--- config.mk ---
export PLATFORM = sky130hd
export DESIGN_NAME = vgamm_regs
export DESIGN_NICKNAME = d
export VERILOG_FILES = /design/src/hdl/vgamm_regs.v
export VERILOG_INCLUDE_DIRS = /design/src /design/src/hdl
export SDC_FILE = /design/constraint.sdc
export NUM_CORES = 1
export LEC_CHECK = 0
export BUFFER_PORTS_ARGS = -buffer_cell sky130_fd_sc_hd__buf_2
export CORE_ASPECT_RATIO = 0.75
export CORE_UTILIZATION = 46
export CTS_BUF_LIST = sky130_fd_sc_hd__clkbuf_4 sky130_fd_sc_hd__clkbuf_8
export CTS_CLUSTER_DIAMETER = 40
export DETAILED_ROUTE_END_ITERATION = 6
export HOLD_SLACK_MARGIN = 0.08
export PLACE_DENSITY = 0.88
export SKIP_CTS_REPAIR_TIMING = 1
export SYNTH_ARGS = -nofsm -noshare
export SYNTH_HDL_FRONTEND = slang
export SYNTH_SLANG_ARGS = --single-unit
--- constraint.sdc ---
create_clock -name clk -period 1.55 [get_ports clk]
set_clock_uncertainty 0.2 [all_clocks]
set_input_delay 0 -clock clk [delete_from_list [all_inputs] [get_ports clk]]
set_output_delay 0 -clock clk [all_outputs]
set_load 0.005 [all_outputs]
--- src/hdl/vgamm_defines.vh ---
// Constants for the memory map and colour compare register block.
`ifndef VGAMM_DEFINES_VH
`define VGAMM_DEFINES_VH
`define VGAMM_IDX_MISC        8'h06
`define VGAMM_IDX_IGNORE      8'h07
`define VGAMM_IDX_WMASK       8'h08
`define VGAMM_MISC_RESET      4'h0
`define VGAMM_IGNORE_RESET    4'h0
`define VGAMM_WMASK_RESET     8'h00
`define VGAMM_MAP_LSB         2
`define VGAMM_MAP_MSB         3
`define VGAMM_CHAIN_BIT       1
`define VGAMM_GFX_BIT         0
`define VGAMM_MAP_ALL         2'h0
`define VGAMM_MAP_A           2'h1
`define VGAMM_MAP_B0          2'h2
`define VGAMM_MAP_B8          2'h3
`define VGAMM_SEG_A           4'ha
`define VGAMM_SEG_B           4'hb
`define VGAMM_ADDR_BIT15      15
`define VGAMM_ADDR_MSB        16
`define VGAMM_SEG_LSB         16
`define VGAMM_SEG_MSB         19
`define VGAMM_OFS_MSB         15
`define VGAMM_A0_BIT          0
`define VGAMM_PLANES_ALL      4'hf
`define VGAMM_PLANES_ODD      4'ha
`define VGAMM_PLANES_EVEN     4'h5
`define VGAMM_PIXELS          8
`endif

--- src/hdl/vgamm_regs.v ---
// Memory map, chain odd/even, text/graphics and colour compare register block.
`timescale 1ns/1ns
`include "vgamm_defines.vh"
module vgamm_regs (
    // Clock and reset.
    input  wire        clk,
    input  wire        resetn,
    // Indexed I/O data port.
    input  wire [7:0]  reg_index,
    input  wire        reg_wr,
    input  wire        reg_rd,
    input  wire [7:0]  reg_wdata,
    output reg  [7:0]  reg_rdata,
    output reg         reg_hit,
    // Controls from the rest of the controller.
    input  wire        pci_mem_enable,
    input  wire        misc_output_ram_enable,
    input  wire        read_mode_one,
    input  wire [3:0]  color_compare_value,
    // CPU memory cycle address and plane read latches.
    input  wire        cpu_mem_valid,
    input  wire [19:0] cpu_addr,
    input  wire [7:0]  plane0_data,
    input  wire [7:0]  plane1_data,
    input  wire [7:0]  plane2_data,
    input  wire [7:0]  plane3_data,
    // Decode and compare results.
    output reg         fb_hit,
    output reg  [16:0] fb_offset,
    output reg  [3:0]  plane_enable,
    output reg  [7:0]  compare_result,
    output reg         graphics_mode,
    output reg  [1:0]  memory_map,
    output reg  [7:0]  pixel_write_mask
);

    // Register state.
    reg  [3:0] misc_graphics_control;
    reg  [3:0] color_plane_ignore;

    // Next values of the registered outputs.
    reg        next_fb_hit;
    reg [16:0] next_fb_offset;
    reg  [3:0] next_plane_enable;
    reg  [7:0] next_compare;
    reg  [7:0] next_rdata;
    reg        next_hit;
    reg  [3:0] compare_include;
    reg [16:0] linear_offset;
    integer    i;

    // Field views of the miscellaneous register and of the CPU address.
    wire [1:0] map_sel    = misc_graphics_control[`VGAMM_MAP_MSB:`VGAMM_MAP_LSB];
    wire       chain      = misc_graphics_control[`VGAMM_CHAIN_BIT];
    wire       gfx_sel    = misc_graphics_control[`VGAMM_GFX_BIT];
    wire [3:0] seg        = cpu_addr[`VGAMM_SEG_MSB:`VGAMM_SEG_LSB];
    wire       upper_half = cpu_addr[`VGAMM_ADDR_BIT15];
    wire       addr_low   = cpu_addr[`VGAMM_A0_BIT];

    // Write strobes of the three registers.
    wire       wr_misc    = reg_wr && (reg_index == `VGAMM_IDX_MISC);
    wire       wr_ignore  = reg_wr && (reg_index == `VGAMM_IDX_IGNORE);
    wire       wr_wmask   = reg_wr && (reg_index == `VGAMM_IDX_WMASK);

    // Frame buffer window test for one setting of the map field.
    function window_hit;
        input [1:0] map;
        input [3:0] segment;
        input       upper;
        begin
            case (map)
                `VGAMM_MAP_ALL:
                begin
                    window_hit = (segment == `VGAMM_SEG_A) || (segment == `VGAMM_SEG_B);
                end
                `VGAMM_MAP_A:
                begin
                    window_hit = (segment == `VGAMM_SEG_A);
                end
                `VGAMM_MAP_B0:
                begin
                    window_hit = (segment == `VGAMM_SEG_B) && !upper;
                end
                `VGAMM_MAP_B8:
                begin
                    window_hit = (segment == `VGAMM_SEG_B) && upper;
                end
                default:
                begin
                    window_hit = 1'b0;
                end
            endcase
        end
    endfunction

    // Planes reached by one CPU access.
    function [3:0] plane_select;
        input chained;
        input low_bit;
        begin
            if (!chained)
                plane_select = `VGAMM_PLANES_ALL;
            else if (low_bit)
                plane_select = `VGAMM_PLANES_ODD;
            else
                plane_select = `VGAMM_PLANES_EVEN;
        end
    endfunction

    // One pixel column matches when every included plane equals its compare bit.
    function pixel_match;
        input [3:0] planes;
        input [3:0] cmp;
        input [3:0] included;
        begin
            pixel_match = ~|((planes ^ cmp) & included);
        end
    endfunction

    // Window decode, offset formation and plane selection.
    always @*
    begin
        next_fb_hit = window_hit(map_sel, seg, upper_half)
                      && cpu_mem_valid && pci_mem_enable && misc_output_ram_enable;
        if (map_sel == `VGAMM_MAP_ALL)
            linear_offset = {(seg == `VGAMM_SEG_B), cpu_addr[`VGAMM_OFS_MSB:0]};
        else
            linear_offset = {1'b0, cpu_addr[`VGAMM_OFS_MSB:0]};
        // With chaining the lowest bit picks the plane pair, so its offset position reads zero.
        if (chain)
            next_fb_offset = {linear_offset[`VGAMM_ADDR_MSB:1], 1'b0};
        else
            next_fb_offset = linear_offset;
        next_plane_enable = plane_select(chain, addr_low);
    end

    // Colour compare across the eight pixels of the addressed byte.
    always @*
    begin
        if (read_mode_one)
            compare_include = color_plane_ignore;
        else
            compare_include = `VGAMM_PLANES_ALL;
        for (i = 0; i < `VGAMM_PIXELS; i = i + 1)
            next_compare[i] = pixel_match({plane3_data[i], plane2_data[i], plane1_data[i], plane0_data[i]},
                                          color_compare_value, compare_include);
    end

    // Register read mux; upper nibbles of the misc and ignore registers are reserved, the write mask reads all eight bits.
    always @*
    begin
        next_hit = 1'b1;
        case (reg_index)
            `VGAMM_IDX_MISC:
            begin
                next_rdata = {4'h0, misc_graphics_control};
            end
            `VGAMM_IDX_IGNORE:
            begin
                next_rdata = {4'h0, color_plane_ignore};
            end
            `VGAMM_IDX_WMASK:
            begin
                next_rdata = pixel_write_mask;
            end
            default:
            begin
                next_rdata = 8'h00;
                next_hit   = 1'b0;
            end
        endcase
    end

    // Register writes; writes to other indices are ignored.
    always @(posedge clk or negedge resetn)
    begin
        if (!resetn)
        begin
            misc_graphics_control <= `VGAMM_MISC_RESET;
            color_plane_ignore    <= `VGAMM_IGNORE_RESET;
            pixel_write_mask      <= `VGAMM_WMASK_RESET;
        end
        else
        begin
            if (wr_misc)
                misc_graphics_control <= reg_wdata[3:0];
            if (wr_ignore)
                color_plane_ignore <= reg_wdata[3:0];
            if (wr_wmask)
                pixel_write_mask <= reg_wdata;
        end
    end

    // Read answer; it stands until the next read.
    always @(posedge clk or negedge resetn)
    begin
        if (!resetn)
        begin
            reg_rdata <= 8'h00;
            reg_hit   <= 1'b0;
        end
        else if (reg_rd)
        begin
            reg_rdata <= next_rdata;
            reg_hit   <= next_hit;
        end
    end

    // Decode and compare results, refreshed every cycle.
    always @(posedge clk or negedge resetn)
    begin
        if (!resetn)
        begin
            fb_hit         <= 1'b0;
            fb_offset      <= 17'h00000;
            plane_enable   <= 4'h0;
            compare_result <= 8'h00;
            graphics_mode  <= 1'b0;
            memory_map     <= 2'h0;
        end
        else
        begin
            fb_hit         <= next_fb_hit;
            fb_offset      <= next_fb_offset;
            plane_enable   <= next_plane_enable;
            compare_result <= next_compare;
            graphics_mode  <= gfx_sel;
            memory_map     <= map_sel;
        end
    end

endmodule // vgamm_regs

==> results of run 1 <==
logic make-up (layout without fill, tap and decap cells):
kind of cell           count (synthesis)  count (layout)  share of synthesized area, %
AO/OA/AOI/OAI                         32              32                          9.41
buffers and inverters                 22             223                          3.99
XOR/XNOR                              32              32                          11.5
multiplexers                          19              19                          8.74
AND/OR/NAND/NOR                       31              31                          9.15
flip-flops                            56              56                          57.3
power by group through the flow:
stage | clock [mW] | combinational, mW | sequential (mW)
finish | 0.869 | 0.615 | 1.57
global route | 0.963 | 0.657 | 1.58
CTS | 0.891 | 0.440 | 1.57
detailed placement | 0 | 0.440 | 1.59
global placement | 0 | 0.429 | 1.59
floorplan | 0 | 0.183 | 1.60
registers in the layout (all words and copies together), names as in the netlist:
name and flops:
fb_offset 17, compare_result 8, pixel_write_mask 8, reg_rdata 8
color_plane_ignore 4, misc_graphics_control 4, memory_map 2, plane_enable 2
fb_hit 1, graphics_mode 1, reg_hit 1
worst max path at each step:
stage / slack, ns / start / cells after the start / end
final: 0.07 / color_plane_ignore[3] / 2 / compare_result[2]
after global placement: 0.15 / reg_index[3] / 4 / misc_graphics_control[0]
after CTS: 0.14 / color_plane_ignore[3] / 2 / compare_result[3]
after detailed placement: 0.09 / reg_index[3] / 4 / misc_graphics_control[0]
after global routing: 0.02 / reg_index[0] / 5 / misc_graphics_control[0]
after floorplan: 0.24 / reg_index[5] / 3 / color_plane_ignore[0]
metal layers:
layer,up-vias,GRT usage (%)
li1,1072,-
met2,150,32.6
met4,0,7.50
met3,13,5.28
met1,1115,25.7
met5,-,0
placed cells by master (no fill, tap or decap), drive strengths merged, types with 2 or more instances in the layout:
cell           n
a221oi         8
a22oi          2
buf          134
clkbuf         6
dfrtp         56
dlygate4sd3   73
inv            9
mux2          19
nand2          9
nand2b         5
nand3          3
nand4          2
nor2b          3
nor4b          2
o211ai         2
o21ai          2
o22ai         14
xnor2         16
xor2          16
cells in the mapped netlist (2+ instances only):
cell,count,area (um^2)
sky130_fd_sc_hd__buf_4,2,15.0
sky130_fd_sc_hd__clkbuf_1,8,30.0
sky130_fd_sc_hd__o211ai_1,2,15.0
sky130_fd_sc_hd__buf_1,3,11.3
sky130_fd_sc_hd__mux2_2,19,214
sky130_fd_sc_hd__xnor2_1,16,140
sky130_fd_sc_hd__nor2b_1,3,18.8
sky130_fd_sc_hd__o22ai_1,14,87.6
sky130_fd_sc_hd__nand4_1,2,12.5
sky130_fd_sc_hd__inv_1,8,30.0
sky130_fd_sc_hd__dfrtp_1,56,1400
sky130_fd_sc_hd__nand2_1,9,33.8
sky130_fd_sc_hd__o21ai_0,2,10.0
sky130_fd_sc_hd__a221oi_1,8,70.1
sky130_fd_sc_hd__a22oi_1,2,15.0
sky130_fd_sc_hd__xor2_1,16,140
sky130_fd_sc_hd__nand2b_1,5,31.3
sky130_fd_sc_hd__nand3_1,2,10.0
area by class of cell:
class,instances,area share (%)
clock buffers,6,2.07
clock inverters,2,0.469
inverters,8,0.751
multi-input cells,114,23.7
flip-flops and latches,56,35.1
well taps,72,2.25
repair buffers,207,35.7
stage by stage:
step	instance area, um^2	utilization [%]
6_report	4000	79.8
3_5_place_dp	3170	63.2
4_1_cts	3270	65.2
2_1_floorplan	2450	-
5_1_grt	4000	79.8
3_3_place_gp	3170	63.2
worst reg2reg max path, stage by stage (launching register included):
cell and delay [ns]:
sky130_fd_sc_hd__dfrtp_1 0.43, sky130_fd_sc_hd__nand2b_1 0.32, sky130_fd_sc_hd__a221oi_1 0.41
==> out/metrics.cfg, run 1 <==
[clock_network]
clock_insertion_delay_worst_skew_ns=0.31
max-clock-path-buffers=2
cts_made_buffers=5
tritoncts=yes
clkSinkCount=56
clk_pin_slew_ns=0.11
ctsRootBufferMaster=sky130_fd_sc_hd__clkbuf_8
h-tree-depth=2

[hold_path]
worst_hold_path_type=in2reg
hold_path_end=reg_hit
worstHoldPathCells=5
hp-start=reg_index[6]

[sta]
max_clock_freq_ghz=0.674
final.setup.worst_slack_ns=0.0662
worst_slew_margin_rel_pct=75.8
max_slew.worst_pin.slew_ns=0.363
post_route_clock_period_utilization_pct=95.7
timing.final.setup_violations=0
final_hold_viol_count=6
period_needed_ns=1.48
hold_ws_ns=-0.0131
rsz_0062_raised_after_global_routing=no
setup-tns-final_ns=0
final-max-slew-violation-count=0

[grt]
grt_use_total_pct=20.0
grt_remaining_overflow=0
grt_start_max_net_pins=57
grt_pass1_wl_um=8520
number_of_antenna_violations_at_the_first_check_in_global_routing=0
number_of_global_route_vias_before_repair=1874

[setup_path]
rrSetupSlack_ns=0.07
crit_type=reg2reg
critical_path.reg2reg.startpoint=color_plane_ignore[3]
critPathMaxFanout=8
required_ns=1.54
cp_slowest_cell=sky130_fd_sc_hd__dfrtp_1
cell_breakdown_of_the_critical_path=nand2b_1, a221oi_1
worst_path_largest_cell_delay_ns=0.43
critical_path.top_delay_family=flip-flops
reg2reg_to=compare_result[2]
path_buf_inv=0
timing.reg2reg.worst_path_depth=2
critPathCaptureType=flip-flop
cp-start-kind=flip-flop
crit_arrival_ns=1.47

[cells_and_area]
multi_input_comb_area_um2=948
insertedDiodeCount=0
instances_no_fill=465
seq_area_um2=1400
num-nets-final=472
fraction_of_final_layout_cells_sized_beyond_drive_strength_1_pct=41.7
filler_cell_count=299
area_growth_pct=63.3

[place]
post_placement_setup_slack_ns=0.0884
detailed_place_hpwl_um=4100
post-place-cells=384
port_buffers=129
final_weighted_congestion_in_routability_driven_placement=0.844

[floorplan]
ios=130
floorplan_die_width_um=86.2
core_area_um2=5010
die_height_um=65.2
floorplan.initialDensity_pct=48.9
core.rowCount=22
die_area_um2=5620

[routing]
route.met3.wl_um=856
drtPass1Iterations=4
drt_wl_total_um=7820
route.met2.wl_um=3660
drc=0
m1WireLength_um=3200
per_cell_routed_wire_length_um=16.8
via_count=2350
iter_0_drt_violations=131
post_drt_via_cell_ratio=5.05
highest-signal-layer=met4
detail-route-antenna-nets=0

[yosys]
ys_warn_count=0
syn_avg_cell_area_um2=12.7
synthFlopType=sky130_fd_sc_hd__dfrtp_1
synth_edf_count=0
synth-async-reset-ratio_pct=100
ys_ff_latch=56
syn-cell-area_um2=2450
ys_seq_area_share_pct=57.3
synth_cell_types=33
synthCells=192
synth_nets=272

[power_and_ir_drop]
clock_power_share_pct=28.5
pwr-share-comb_pct=20.1
power_density_nw_per_um2=764
power.share.sequential_pct=51.4
switching_share_pct=26.2
cellLeakagePower_nw=1.97
design_power_total_mw=3.05
p_int_mw=2.25
net-switching-power_mw=0.800
vdd_ir_drop_max_v=0.000433

[status]
failed_checks=negative hold slack
status=finished, violations left

[run]
maxCapViolations=0

No activity file was read; power rests on OpenSTA's default activity.
==> run 2: changes to the inputs <==
--- a/config.mk
+++ b/config.mk
@@ -6,6 +6,7 @@
 export SDC_FILE = /design/constraint.sdc
 export NUM_CORES = 1
 export LEC_CHECK = 0
+export ABC_CLOCK_PERIOD_IN_PS = 1550
 export BUFFER_PORTS_ARGS = -buffer_cell sky130_fd_sc_hd__buf_2
 export CORE_ASPECT_RATIO = 0.75
 export CORE_UTILIZATION = 46
@@ -13,7 +14,8 @@
 export CTS_CLUSTER_DIAMETER = 40
 export DETAILED_ROUTE_END_ITERATION = 6
 export HOLD_SLACK_MARGIN = 0.08
-export PLACE_DENSITY = 0.88
+export MAX_ROUTING_LAYER = met4
+export PLACE_DENSITY_LB_ADDON = 0.12
 export SKIP_CTS_REPAIR_TIMING = 1
 export SYNTH_ARGS = -nofsm -noshare
 export SYNTH_HDL_FRONTEND = slang
==> out/metrics.cfg, run 2 (same netlist as run 1, synthesis figures left out) <==
[place]
detailed_place.area_um2=3170  ; unchanged
final_weighted_congestion_in_routability_driven_placement=0.812  ; -3.9%
post-place-cells=384  ; unchanged
detailed_place_hpwl_um=4200  ; +2.5%
port_buffers=129  ; unchanged

[sta]
max_slew.worst_pin.slew_ns=0.347  ; -0.0154 ns
setup-tns-final_ns=0  ; unchanged
final_hold_viol_count=9  ; +3
worst_slew_margin_rel_pct=76.8  ; +1.0 points
max_clock_freq_ghz=0.676  ; +0.26%
timing.final.setup_violations=0  ; unchanged
final-max-slew-violation-count=0  ; unchanged
post_route_clock_period_utilization_pct=95.5  ; -0.25 points
hold_ws_ns=-0.0960  ; -0.0830 ns
period_needed_ns=1.48  ; -0.00390 ns

[power_and_ir_drop]
power.share.sequential_pct=45.3  ; -6.1 points
switching_share_pct=22.2  ; -4.0 points
clock_power_share_pct=37.0  ; +8.5 points
p_int_mw=2.69  ; +19%
power_density_nw_per_um2=848  ; +11%
vdd_ir_drop_max_v=0.000777  ; +80%
net-switching-power_mw=0.768  ; -4.0%
pwr-share-comb_pct=17.7  ; -2.4 points
cellLeakagePower_nw=2.00  ; +1.4%

[setup_path]
timing.critical_path.depth=6  ; +4
critical_path.top_delay_family=buffers and inverters
timing.reg2reg.worst_path_depth=4  ; +2
crit_arrival_ns=1.50  ; +0.03 ns
crit_type=in2reg
cp_slowest_cell=sky130_fd_sc_hd__dlygate4sd3_1
critPathMaxFanout=5  ; -3
worst_path_largest_cell_delay_ns=0.61  ; +0.18 ns
critPathCaptureType=flip-flop
critical_path.reg2reg.startpoint=color_plane_ignore[2]
path_buf_inv=3  ; +3
rrSetupSlack_ns=0.07  ; about the same
required_ns=1.57  ; +0.03 ns
reg2reg_to=compare_result[6]
cp-start-kind=input port
cell_breakdown_of_the_critical_path=buf_2, nor4_4, buf_4, dlygate4sd3_1, nand2_1, a32oi_1

[cells_and_area]
stdcell_area_um2=4080  ; +1.9%
fraction_of_final_layout_cells_sized_beyond_drive_strength_1_pct=41.5  ; -0.21 points
area_growth_pct=66.5
commonest_cells_after_routing_fill_and_taps_aside=sky130_fd_sc_hd__buf_2 (129), sky130_fd_sc_hd__dlygate4sd3_1 (75), sky130_fd_sc_hd__dfrtp_1 (56), sky130_fd_sc_hd__mux2_2 (19)
multi_input_comb_area_um2=948  ; unchanged
filler_cell_count=307  ; +2.7%
largest_register_ffs=17  ; unchanged
num-nets-final=474  ; +0.42%
insertedDiodeCount=0  ; unchanged
most_flop_heavy_register=fb_offset
instances_no_fill=467  ; +0.43%
layout_commonest_cell=sky130_fd_sc_hd__buf_2
seq_area_um2=1400  ; unchanged

[routing]
drt_wl_total_um=7870  ; +0.72%
drtPass1Iterations=4  ; unchanged
via_count=2366  ; +0.68%
per_cell_routed_wire_length_um=16.9  ; +0.29%
iter_0_drt_violations=115  ; -12%
drc=0  ; unchanged
detail-route-antenna-nets=0  ; unchanged
post_drt_via_cell_ratio=5.07  ; +0.25%

[hold_path]
worst_hold_path_type=in2reg
worstHoldPathCells=2  ; -3
hold_path_end=reg_rdata[6]
hp-start=reg_rd

[grt]
grt_start_max_net_pins=57  ; unchanged
grt_remaining_overflow=0  ; unchanged
grt_use_total_pct=20.4  ; +0.42 points
grt_pass1_wl_um=8360  ; -1.9%
number_of_antenna_violations_at_the_first_check_in_global_routing=0  ; unchanged
number_of_global_route_vias_before_repair=1808  ; -3.5%

[clock_network]
max-clock-path-buffers=2  ; unchanged
clock_insertion_delay_worst_skew_ns=0.31  ; about the same
tritoncts=yes
clk_pin_slew_ns=0.09  ; -0.02 ns
h-tree-depth=2  ; unchanged
clkSinkCount=56  ; unchanged
cts_made_buffers=5  ; unchanged
ctsRootBufferMaster=sky130_fd_sc_hd__clkbuf_8

[floorplan]
floorplan_die_width_um=86.2  ; unchanged
core.rowCount=22  ; unchanged
core_area_um2=5010  ; unchanged
floorplan.initialDensity_pct=48.9  ; unchanged
die_area_um2=5620  ; unchanged
ios=130  ; unchanged
die_height_um=65.2  ; unchanged

[run]
maxCapViolations=0  ; unchanged

[status]
failed_checks=negative hold slack
status=finished, violations left

## run 2: metrics by stage
step           power, mW  utilization (%)  worst slack [ns]
6_report            3.45             81.3            0.0700
3_5_place_dp        2.03             63.2            0.0748
4_1_cts             3.30             66.4             0.181
5_1_grt             3.60             81.3           -0.0133
3_3_place_gp        2.02             63.2             0.127
2_1_floorplan       1.78                -             0.244
## run 2: layout make-up
type	instances	area share, %
clock buffers	5	1.69
clock inverters	3	2.21
inverters	8	0.737
multi-input cells	114	23.3
flip-flops and latches	56	34.4
well taps	72	2.21
repair buffers	209	35.5
## run 2: power by group through the flow
stage | registers, mW | logic [mW] | clock network [mW]
floorplan | 1.60 | 0.183 | 0
global placement | 1.59 | 0.433 | 0
detailed placement | 1.59 | 0.439 | 0
CTS | 1.56 | 0.440 | 1.29
global route | 1.58 | 0.660 | 1.36
finish | 1.57 | 0.610 | 1.28
## run 2: worst max-delay path by stage
stage                               start                  endpoint  slack, ns
CTS                 color_plane_ignore[3]         compare_result[7]       0.18
detailed placement           reg_index[5]  misc_graphics_control[0]       0.07
global route        color_plane_ignore[2]         compare_result[6]      -0.01
global placement             reg_index[5]  misc_graphics_control[2]       0.13
floorplan                    reg_index[5]     color_plane_ignore[0]       0.24
finish                       reg_index[5]              reg_rdata[0]       0.07
## run 2: worst register-to-register path: stages (launching register included)
cell	delay [ns]
sky130_fd_sc_hd__dfrtp_1	0.41
sky130_fd_sc_hd__nor2b_1	0.12
sky130_fd_sc_hd__buf_4	0.16
sky130_fd_sc_hd__o22ai_1	0.13
sky130_fd_sc_hd__a221oi_1	0.32
## run 2: routing by layer
metal  up-vias  part of all wire (%)  track usage [%]
met5         -                     0                -
met4         0                   5.4             7.50
met3        39                   7.3             5.40
met2       136                    49             31.6
met1      1118                    38             26.1
li1       1073                     -                -
